File: src/ivm_consts.vh
// Constants of the interrupt vector mapper
`ifndef IVM_CONSTS_VH
`define IVM_CONSTS_VH

// ==========================================
// Widths
`define IVM_PC_W 13
`define IVM_NUM_W 5
`define IVM_NSRC 25

// ==========================================
// Variants
`define IVM_VAR_SMALL 0
`define IVM_VAR_MID 1
`define IVM_VAR_LARGE 2
`define IVM_BOOT_START 13'h1C00

// ==========================================
// Vector numbers
`define IVM_VEC_RESET 5'h01
`define IVM_VEC_FIRST_IRQ 5'h02
`define IVM_VEC_COUNT 5'h1A
`define IVM_VEC_WDT 5'h07

// ==========================================
// Source index of the watchdog (vector 7)
`define IVM_SRC_WDT 5

// ==========================================
// Register byte offsets
`define IVM_OFF_CTRL 4'h0
`define IVM_OFF_PEND 4'h4
`define IVM_OFF_STAT 4'h8

// ==========================================
// Control register fields
`define IVM_CTRL_VECTOR_TABLE_SELECT_BIT 0
`define IVM_CTRL_WIE_BIT 1
`define IVM_CTRL_WRE_BIT 2
`define IVM_CTRL_RST 3'h0

// ==========================================
// Status register fields
`define IVM_STAT_VALID_BIT 8
`define IVM_STAT_FUSE_BIT 9
`define IVM_PEND_RST 25'h0000000

`endif

File: src/ivm_mapper.v
// Interrupt vector mapper with a classic Wishbone register slave
// How it works
// - Smallest variant one word per vector; largest variant two words.
// - Smallest variant keeps reset and table at fixed low addresses.
// - Boot variants pick reset vector from the boot reset fuse.
// - Boot variants move the table base by the table select bit.
// - Vector 1 at 0x000 is the common reset entry.
// - External requests zero and one map to 0x001 and 0x002.
// - Pin change groups map to 0x003..0x005; watchdog to 0x006.
// - Second 8-bit timer A, B, overflow map to 0x007..0x009.
// - 16-bit timer capture, A, B, overflow map to 0x00A..0x00D.
// - First 8-bit timer A, B, overflow map to 0x00E..0x010.
// - Synchronous serial transfer complete maps to 0x011.
// - Async serial receive, buffer empty, transmit map to 0x012..0x014.
// - Converter, data memory, comparator, two-wire, store ready: 0x015..0x019.
// - Executing the watchdog vector clears its flag; writing one also clears.
// - In combined mode executing the watchdog vector clears its enable.
`timescale 1ns/100ps
`default_nettype none
`include "ivm_consts.vh"

module ivm_mapper #(
  parameter integer VARIANT = `IVM_VAR_SMALL,
  parameter [12:0] BOOT_START = `IVM_BOOT_START
) (
  input wire clk_i,
  input wire rst_i,
  input wire wb_cyc_i,
  input wire wb_stb_i,
  input wire wb_we_i,
  input wire [3:0] wb_adr_i,
  input wire [3:0] wb_sel_i,
  input wire [31:0] wb_dat_i,
  output wire [31:0] wb_dat_o,
  output wire wb_ack_o,
  input wire boot_reset_fuse_i,
  input wire ext_req_zero_i,
  input wire ext_req_one_i,
  input wire pin_change_group_zero_i,
  input wire pin_change_group_one_i,
  input wire pin_change_group_two_i,
  input wire watchdog_timeout_source_i,
  input wire tmr2_cmpa_i,
  input wire tmr2_cmpb_i,
  input wire tmr2_ovf_i,
  input wire tmr1_capt_i,
  input wire tmr1_cmpa_i,
  input wire tmr1_cmpb_i,
  input wire tmr1_ovf_i,
  input wire tmr0_cmpa_i,
  input wire tmr0_cmpb_i,
  input wire tmr0_ovf_i,
  input wire sync_serial_done_i,
  input wire async_rx_done_i,
  input wire tx_buffer_empty_i,
  input wire async_tx_done_i,
  input wire conv_done_i,
  input wire nonvolatile_data_ready_i,
  input wire comparator_i,
  input wire two_wire_interface_i,
  input wire program_store_ready_i,
  input wire irq_ack_i,
  output wire irq_valid_o,
  output wire [4:0] irq_vector_o,
  output wire [12:0] irq_addr_o,
  output wire [12:0] reset_addr_o,
  output wire wdt_sys_reset_o
);

  // ==========================================
  // Functions

  // Program address of a vector number
  function [12:0] ivm_addr;
    input [12:0] base;
    input [4:0] vnum;
    reg [12:0] off;
    begin
      off = {8'h00, vnum - 5'h01};
      if (VARIANT == `IVM_VAR_LARGE) begin
        off = {off[11:0], 1'b0};
      end
      ivm_addr = base + off;
    end
  endfunction

  // Index of lowest set bit, low number wins
  // Scans downward so the lowest set bit is written last
  function [4:0] ivm_lowest;
    input [24:0] bits;
    integer k;
    begin
      ivm_lowest = 5'h00;
      for (k = 24; k >= 0; k = k - 1) begin
        if (bits[k]) begin
          ivm_lowest = k[4:0];
        end
      end
    end
  endfunction

  // Byte-lane masked write of a 32-bit word
  function [31:0] ivm_lanes;
    input [3:0] sel;
    input [31:0] dat;
    begin
      ivm_lanes = {{8{sel[3]}} & dat[31:24], {8{sel[2]}} & dat[23:16],
                   {8{sel[1]}} & dat[15:8], {8{sel[0]}} & dat[7:0]};
    end
  endfunction

  // ==========================================
  // Request collection
  // Bit k of the request word belongs to vector k+2
  // Request pins are taken as synchronous, one cycle wide or held
  wire [24:0] req_w;

  assign req_w[0] = ext_req_zero_i;
  assign req_w[1] = ext_req_one_i;

  // pin change groups, watchdog bit driven below
  assign req_w[2] = pin_change_group_zero_i;
  assign req_w[3] = pin_change_group_one_i;
  assign req_w[4] = pin_change_group_two_i;

  assign req_w[6] = tmr2_cmpa_i;
  assign req_w[7] = tmr2_cmpb_i;
  assign req_w[8] = tmr2_ovf_i;

  assign req_w[9] = tmr1_capt_i;
  assign req_w[10] = tmr1_cmpa_i;
  assign req_w[11] = tmr1_cmpb_i;
  assign req_w[12] = tmr1_ovf_i;

  assign req_w[13] = tmr0_cmpa_i;
  assign req_w[14] = tmr0_cmpb_i;
  assign req_w[15] = tmr0_ovf_i;

  assign req_w[16] = sync_serial_done_i;

  assign req_w[17] = async_rx_done_i;
  assign req_w[18] = tx_buffer_empty_i;
  assign req_w[19] = async_tx_done_i;

  assign req_w[20] = conv_done_i;
  assign req_w[21] = nonvolatile_data_ready_i;
  assign req_w[22] = comparator_i;
  assign req_w[23] = two_wire_interface_i;
  assign req_w[24] = program_store_ready_i;

  // ==========================================
  // State
  reg [24:0] pend_reg;
  reg [24:0] pend_next;
  reg vector_table_select_reg;
  reg wie_reg;
  reg wie_next;
  reg wre_reg;
  reg valid_reg;
  reg [4:0] vec_reg;
  reg [12:0] addr_reg;
  reg [12:0] rst_addr_reg;
  reg wdt_rst_reg;
  reg ack_reg;
  reg [31:0] dat_reg;

  // Next values of the read word and the presented vector
  reg [31:0] rd_next;
  reg valid_next;
  reg [4:0] vec_next;
  reg [12:0] addr_next;
  reg [12:0] rst_addr_next;

  wire has_boot = (VARIANT != `IVM_VAR_SMALL);
  wire bus_req = wb_cyc_i & wb_stb_i;
  // Writes land on the edge that ends the access, with ack high
  wire bus_wr = bus_req & wb_we_i & ack_reg;
  wire ctrl_wr = bus_wr & (wb_adr_i == `IVM_OFF_CTRL) & wb_sel_i[0];
  wire [31:0] wr_dat = ivm_lanes(wb_sel_i, wb_dat_i);
  wire wdt_flag = pend_reg[`IVM_SRC_WDT];
  // watchdog request only in interrupt modes
  wire wdt_set = watchdog_timeout_source_i & wie_reg;
  assign req_w[`IVM_SRC_WDT] = wdt_set;
  // core ack retires the presented vector
  // Only one source can be retired per cycle, the one on show
  wire take = irq_ack_i & valid_reg;
  wire wdt_taken = take & (vec_reg == `IVM_VEC_WDT);
  wire [24:0] ack_clr = take ? (25'h0000001 << (vec_reg - `IVM_VEC_FIRST_IRQ))
                             : 25'h0000000;
  wire [24:0] sw_clr = (bus_wr && wb_adr_i == `IVM_OFF_PEND) ? wr_dat[24:0]
                                                              : 25'h0000000;

  // Watchdog flag only counts while its enable stands
  wire [24:0] live = pend_reg & ~ack_clr & ~({24'h000000, ~wie_reg} << `IVM_SRC_WDT);
  wire [4:0] low_idx = ivm_lowest(live);
  wire [4:0] low_vec = low_idx + `IVM_VEC_FIRST_IRQ;

  // ==========================================
  // Base selection
  // fixed base without boot area
  wire [12:0] tbl_base = (has_boot && vector_table_select_reg) ? BOOT_START : 13'h0000;
  wire [12:0] rst_base = (has_boot && boot_reset_fuse_i) ? BOOT_START : 13'h0000;

  // ==========================================
  // Pending flags and watchdog enable
  always @* begin
    // set wins over ack and software clear
    pend_next = (pend_reg & ~ack_clr & ~sw_clr) | req_w;
    wie_next = wie_reg;
    if (ctrl_wr) begin
      wie_next = wb_dat_i[`IVM_CTRL_WIE_BIT];
    end
    // combined mode drops the enable
    // Auto clear beats a write in the same cycle, so the reset mode cannot be dodged
    if (wdt_taken && wre_reg) begin
      wie_next = 1'b0;
    end
  end

  always @(posedge clk_i) begin
    if (rst_i) begin
      pend_reg <= `IVM_PEND_RST;
      wie_reg <= 1'b0;
    end else begin
      pend_reg <= pend_next;
      wie_reg <= wie_next;
    end
  end

  // ==========================================
  // Control register
  always @(posedge clk_i) begin
    if (rst_i) begin
      vector_table_select_reg <= 1'b0;
      wre_reg <= 1'b0;
    end else if (ctrl_wr) begin
      vector_table_select_reg <= wb_dat_i[`IVM_CTRL_VECTOR_TABLE_SELECT_BIT];
      wre_reg <= wb_dat_i[`IVM_CTRL_WRE_BIT];
    end
  end

  // ==========================================
  // Watchdog system reset request
  // Plain reset mode, or a second time-out while the flag is still unserved
  wire wdt_rst_next = watchdog_timeout_source_i & wre_reg & (~wie_reg | wdt_flag);

  always @(posedge clk_i) begin
    if (rst_i) begin
      wdt_rst_reg <= 1'b0;
    end else begin
      wdt_rst_reg <= wdt_rst_next;
    end
  end

  // ==========================================
  // Vector presentation
  always @* begin
    valid_next = 1'b0;
    vec_next = `IVM_VEC_RESET;
    // Idle output points at the reset entry
    addr_next = rst_base;
    rst_addr_next = ivm_addr(rst_base, `IVM_VEC_RESET);
    if (|live) begin
      valid_next = 1'b1;
      vec_next = low_vec;
      addr_next = ivm_addr(tbl_base, low_vec);
    end
  end

  // Registered so the core sees a settled vector, at one cycle of latency
  always @(posedge clk_i) begin
    if (rst_i) begin
      valid_reg <= 1'b0;
      vec_reg <= `IVM_VEC_RESET;
      addr_reg <= 13'h0000;
      rst_addr_reg <= 13'h0000;
    end else begin
      valid_reg <= valid_next;
      vec_reg <= vec_next;
      addr_reg <= addr_next;
      rst_addr_reg <= rst_addr_next;
    end
  end

  // ==========================================
  // Wishbone slave, one wait state
  always @* begin
    rd_next = 32'h00000000;
    case (wb_adr_i)
      `IVM_OFF_CTRL: begin
        rd_next = {29'h00000000, wre_reg, wie_reg, vector_table_select_reg};
      end
      `IVM_OFF_PEND: begin
        rd_next = {7'h00, pend_reg};
      end
      `IVM_OFF_STAT: begin
        rd_next = {22'h000000, boot_reset_fuse_i, valid_reg, 3'h0, vec_reg};
      end
      default: begin
        // Unmapped reads answer zero, writes there fall away
        rd_next = 32'h00000000;
      end
    endcase
  end

  // Data is latched on the edge that raises ack and stands until the next access
  always @(posedge clk_i) begin
    if (rst_i) begin
      ack_reg <= 1'b0;
      dat_reg <= 32'h00000000;
    end else begin
      ack_reg <= bus_req & ~ack_reg;
      if (bus_req && !ack_reg) begin
        dat_reg <= rd_next;
      end
    end
  end

  // ==========================================
  // Outputs
  assign wb_ack_o = ack_reg;
  assign wb_dat_o = dat_reg;
  assign irq_valid_o = valid_reg;
  assign irq_vector_o = vec_reg;
  assign irq_addr_o = addr_reg;
  assign reset_addr_o = rst_addr_reg;
  assign wdt_sys_reset_o = wdt_rst_reg;

endmodule // ivm_mapper
`default_nettype wire

File: config.mk
export PLATFORM = sky130hd
export DESIGN_NAME = ivm_mapper
export DESIGN_NICKNAME = d
export VERILOG_FILES = /design/src/ivm_mapper.v
export VERILOG_INCLUDE_DIRS = /design/src
export SDC_FILE = /design/constraint.sdc
export NUM_CORES = 1
export LEC_CHECK = 0
export ABC_CLOCK_PERIOD_IN_PS = 11700
export BUFFER_PORTS_ARGS = -buffer_cell sky130_fd_sc_hd__buf_2
export CORE_MARGIN = 2
export CORE_UTILIZATION = 30
export CTS_BUF_LIST = sky130_fd_sc_hd__clkbuf_2
export DETAILED_ROUTE_END_ITERATION = 10
export PLACE_DENSITY = 0.62
export REMOVE_ABC_BUFFERS = 1
export SETUP_SLACK_MARGIN = 0.4
export SLEW_MARGIN = 0
export SYNTH_ARGS = -nofsm -noshare
export SYNTH_HDL_FRONTEND = slang
export SYNTH_SLANG_ARGS = --single-unit
File: constraint.sdc
create_clock -name clk_i -period 11.7 [get_ports clk_i]
set_input_delay 0.585 -clock clk_i [delete_from_list [all_inputs] [get_ports clk_i]]
set_output_delay 0.585 -clock clk_i [all_outputs]
set_load 0.05 [all_outputs]
==> results.md <==
- Crit path arrival time: ~5.6 ns
- Cell Chain, Critical Path: inv_1 > ha_1 > nand2b_1 > o32a_1 > a2111oi_0 > nor4_1 > or3_1 > a31oi_1 > ha_1 > a2111oi_1 > nor3_1 > mux2_4
- Vias in the first global route: between 3000 and 4000
- TritonCTS buffer count: 9
- Comb power frac: 0.270
- Setup_tns: 0 ns
- Antenna viol nets, final: 0
- WHS Path Cells: 3
- CP max FO: 16
- Final wirelength: 11.1 mm
- Area grow syn2layout: 15.6%
- Clk Tree Root Cell: clkbuf_2
- Internal: between 300 and 400 uW
- Outcome: finished, final reports clean
- Core ar.: approximately 0.012 mm^2
- Clock Tree Buf Depth: 2
- Cts repair resizes: 0
- Hold WC Path Type: primary input to flip-flop
- Yosys warns: 0
- Clk pin slew, worst setup/hold paths: 0.17 ns
- Htree depth: 3
- Yosys reg bits: 66
- Routed vias/inst: between 5 and 6
- Reg2reg setup slack: ~6.5 ns
- RR Endpoint: irq_addr_o[4]
- Switching power of the nets: 185 uW
- Setup Crit Path Kind: flip-flop to flip-flop
- Worst Reg2Reg Path Length in Cells: 12
- Initial Utilization: 0.306
- Die ar.: roughly 0.013 mm^2
- Slew Limit Fails: 0
- Mapped Area: roughly 0.0036 mm^2
- Ys flop type: dfxtp_1
- Iter 0 DRT Violations: 248
- CP startpoint: irq_vector_o[1]
- Peak supply drop: slightly below 0.05 mV
- Max cap viols: 0
- Port Buf Inserts: just over 100
- Fmax: 0.194 GHz
- Largest net degree at the start of global routing: 57
- FILL cells: between 1000 and 1500
- Setup Fix Bufs, Post-CTS: 0
- Clock Latency Late Sink: roughly 0.53 ns
- Hold Crit Start: tmr2_cmpa_i
- Period Utilization, post-route: 0.440
- Pre-Repair DR Iteration Count: 4
- GRT Total Usage: 0.173
- Seq pwr share: 0.512
- Post-synthesis sequential area ratio: 0.363
- Critical Path Sink Type: flip-flop
- CP startpoint kind: flip-flop
- Die Wd: around 110 um
- Post-synth EDFFs: 0
- DRC Markers: 0
- Critical path required time: roughly 12 ns
- Max-slew headroom: 0.296
- NumNets Final: approximately 630
- HPWL after DPL: 8.46 mm
- Critical Path Max Stage Delay: between 0.7 and 0.8 ns
- Final hold vios: 0
- GP Congestion: around 0.9
- Static leakage: about 0.0018 uW
- Core Rows: 40
- Gate count after technology mapping: ~470
- Worst-Margin Slew: 1.04 ns
- Cell Pwr Density: 115 mW/mm^2
- TritonCTS Sinks: 66
- Setup violations, final: 0
- RSZ-0062 raised after global routing: false
- Util after Layout: 0.353
- Final min period: 5.15 ns
- Sw frac: 0.381
- Ports: 138
- Vias: ~3600
- Gr ovfl total: 0
- Mapped Avg Cell Area: roughly 8 um^2
- Setup Skew: roughly 0.016 ns
- Post-synth cell types: 64
- Clock power share: 0.218
- Die height: 114 um
- Global-route wire length before repair: approximately 18 mm
- Worst path slowest cell: dfxtp_1
- Post-CTS Hold Buffers: 0
- CTS tree: built
- Share of layout cells above drive strength 1: 0.250
- Crit Reg-Reg Startpoint: irq_vector_o[1]
- Async SR Flop Fraction: 0
- Initial antenna violation count: 1
- Wirelength per Cell: around 16 um
- Dominant cell type by count on the critical path: ha_1
- WHS Endpoint: pend_reg[6]
-- cells in the final DEF (no fill, tap or decap), types with 7 or more instances in the layout --
cell type / n
and2_1: 7
conb_1: 28
o21a_1: 7
nand3_1: 25
buf_2: 102
a21oi_1: 51
nor3_1: 9
nand2_1: 39
clkbuf_2: 11
nor2_1: 79
dfxtp_1: 66
inv_1: 7
o21ai_0: 13
-- cells in the mapped netlist (all sizes together), types with 2 or more instances --
| cell | count | area [um^2] |
|---|---|---|
| xnor2 | 2 | 17.5 |
| a2111oi | 3 | 27.5 |
| ha | 4 | 50.1 |
| a21oi | 51 | 255 |
| o2111ai | 3 | 26.3 |
| or3 | 3 | 18.8 |
| a211oi | 2 | 15.0 |
| nand2 | 39 | 146 |
| a32oi | 4 | 35.0 |
| dfxtp | 66 | 1320 |
| o21a | 7 | 52.6 |
| nor4bb | 2 | 20.0 |
| o31a | 2 | 17.5 |
| a31oi | 3 | 18.8 |
| buf | 32 | 243 |
| nand3b | 2 | 15.0 |
| nand2b | 6 | 37.5 |
| mux2i | 6 | 60.1 |
| a311oi | 2 | 17.5 |
| or4 | 2 | 15.0 |
| inv | 8 | 32.5 |
| nor3b | 2 | 15.0 |
| nand3 | 25 | 125 |
| clkbuf | 21 | 78.8 |
| o21bai | 2 | 15.0 |
| a22oi | 4 | 30.0 |
| o21ai | 20 | 115 |
| nor2b | 3 | 18.8 |
| o41a | 2 | 22.5 |
| nor3 | 9 | 45.0 |
| xor2 | 2 | 17.5 |
| nor4 | 8 | 77.6 |
| and2 | 7 | 43.8 |
| mux2 | 4 | 48.8 |
| o31ai | 5 | 37.5 |
| nor2 | 79 | 297 |
| nand4 | 2 | 12.5 |
| or2 | 5 | 31.3 |
-- power groups by stage --
stage          sequential, uW  combinational (uW)  clock, uW
2_1_floorplan             262                78.2          0
4_1_cts                   248                 130        109
3_3_place_gp              253                 129          0
3_5_place_dp              253                 130          0
6_report                  248                 131        106
5_1_grt                   250                 142        120
-- cell type report --
cell class                      instances  area, um^2  area share
Multi-Input combinational cell        366        2070       0.491
Sequential cell                        66        1320       0.314
Timing Repair Buffer                  104         526       0.125
Tap cell                              147         184      0.0437
Clock buffer                           11        55.1      0.0131
Inverter                                8        32.5     0.00773
Clock inverter                          4        20.0     0.00476
Antenna cell                            1        2.50    0.000595
-- worst max-delay path by stage --
stage / to / slack, ns / depth (start not counted)
after global placement: irq_addr_o[4] / 6.72 / 12
after detailed placement: irq_addr_o[4] / 6.70 / 12
after global routing: irq_addr_o[4] / 6.13 / 12
after floorplan: irq_addr_o[4] / 7.32 / 13
after CTS: irq_addr_o[4] / 6.64 / 12
final: irq_addr_o[4] / 6.55 / 12
-- worst max-delay path, delay by kind of cell (launching register included) --
| kind | cells | cell delay [ns] |
|---|---|---|
| fa+ha+maj | 2 | 0.91 |
| simple gates | 4 | 0.98 |
| buf+inv | 1 | 0.25 |
| mux | 1 | 0.29 |
| flops | 1 | 0.74 |
| compound gates | 4 | 1.87 |
-- through the flow --
step                      hold WS, ns  instance area (um^2)  worst slack (ns)  total power, uW  std cells
after floorplan                 0.437                  3420              7.32              340        440
after global placement          0.441                  4130              6.72              382        691
after detailed placement        0.443                  4130              6.70              383        691
after CTS                       0.215                  4210              6.64              488        706
after global routing            0.220                  4210              6.13              512        707
final                           0.244                  4210              6.55              485        707
-- logic make-up (layout without fill, tap and decap cells) --
family	after synthesis	after routing	share of synthesized area
AND/OR/NAND/NOR	199	199	0.266
flip-flops	66	66	0.363
multiplexers	10	10	0.0299
buffers and inverters	61	127	0.0972
adder cells (fa/ha/maj)	4	4	0.0137
AO/OA/AOI/OAI	121	121	0.220
XOR/XNOR	4	4	0.00962
other	1	29	0.00103
-- per-layer routing --
metal  global-route usage  vias to the layer above  part of all wire
met5                    0                        -                 0
met4               0.0878                        0             0.031
met3               0.0392                       28             0.058
met2                0.273                      116              0.45
met1                0.222                     1634              0.46
li1                     -                     1774                 -
No activity file was read; power rests on OpenSTA's default activity.
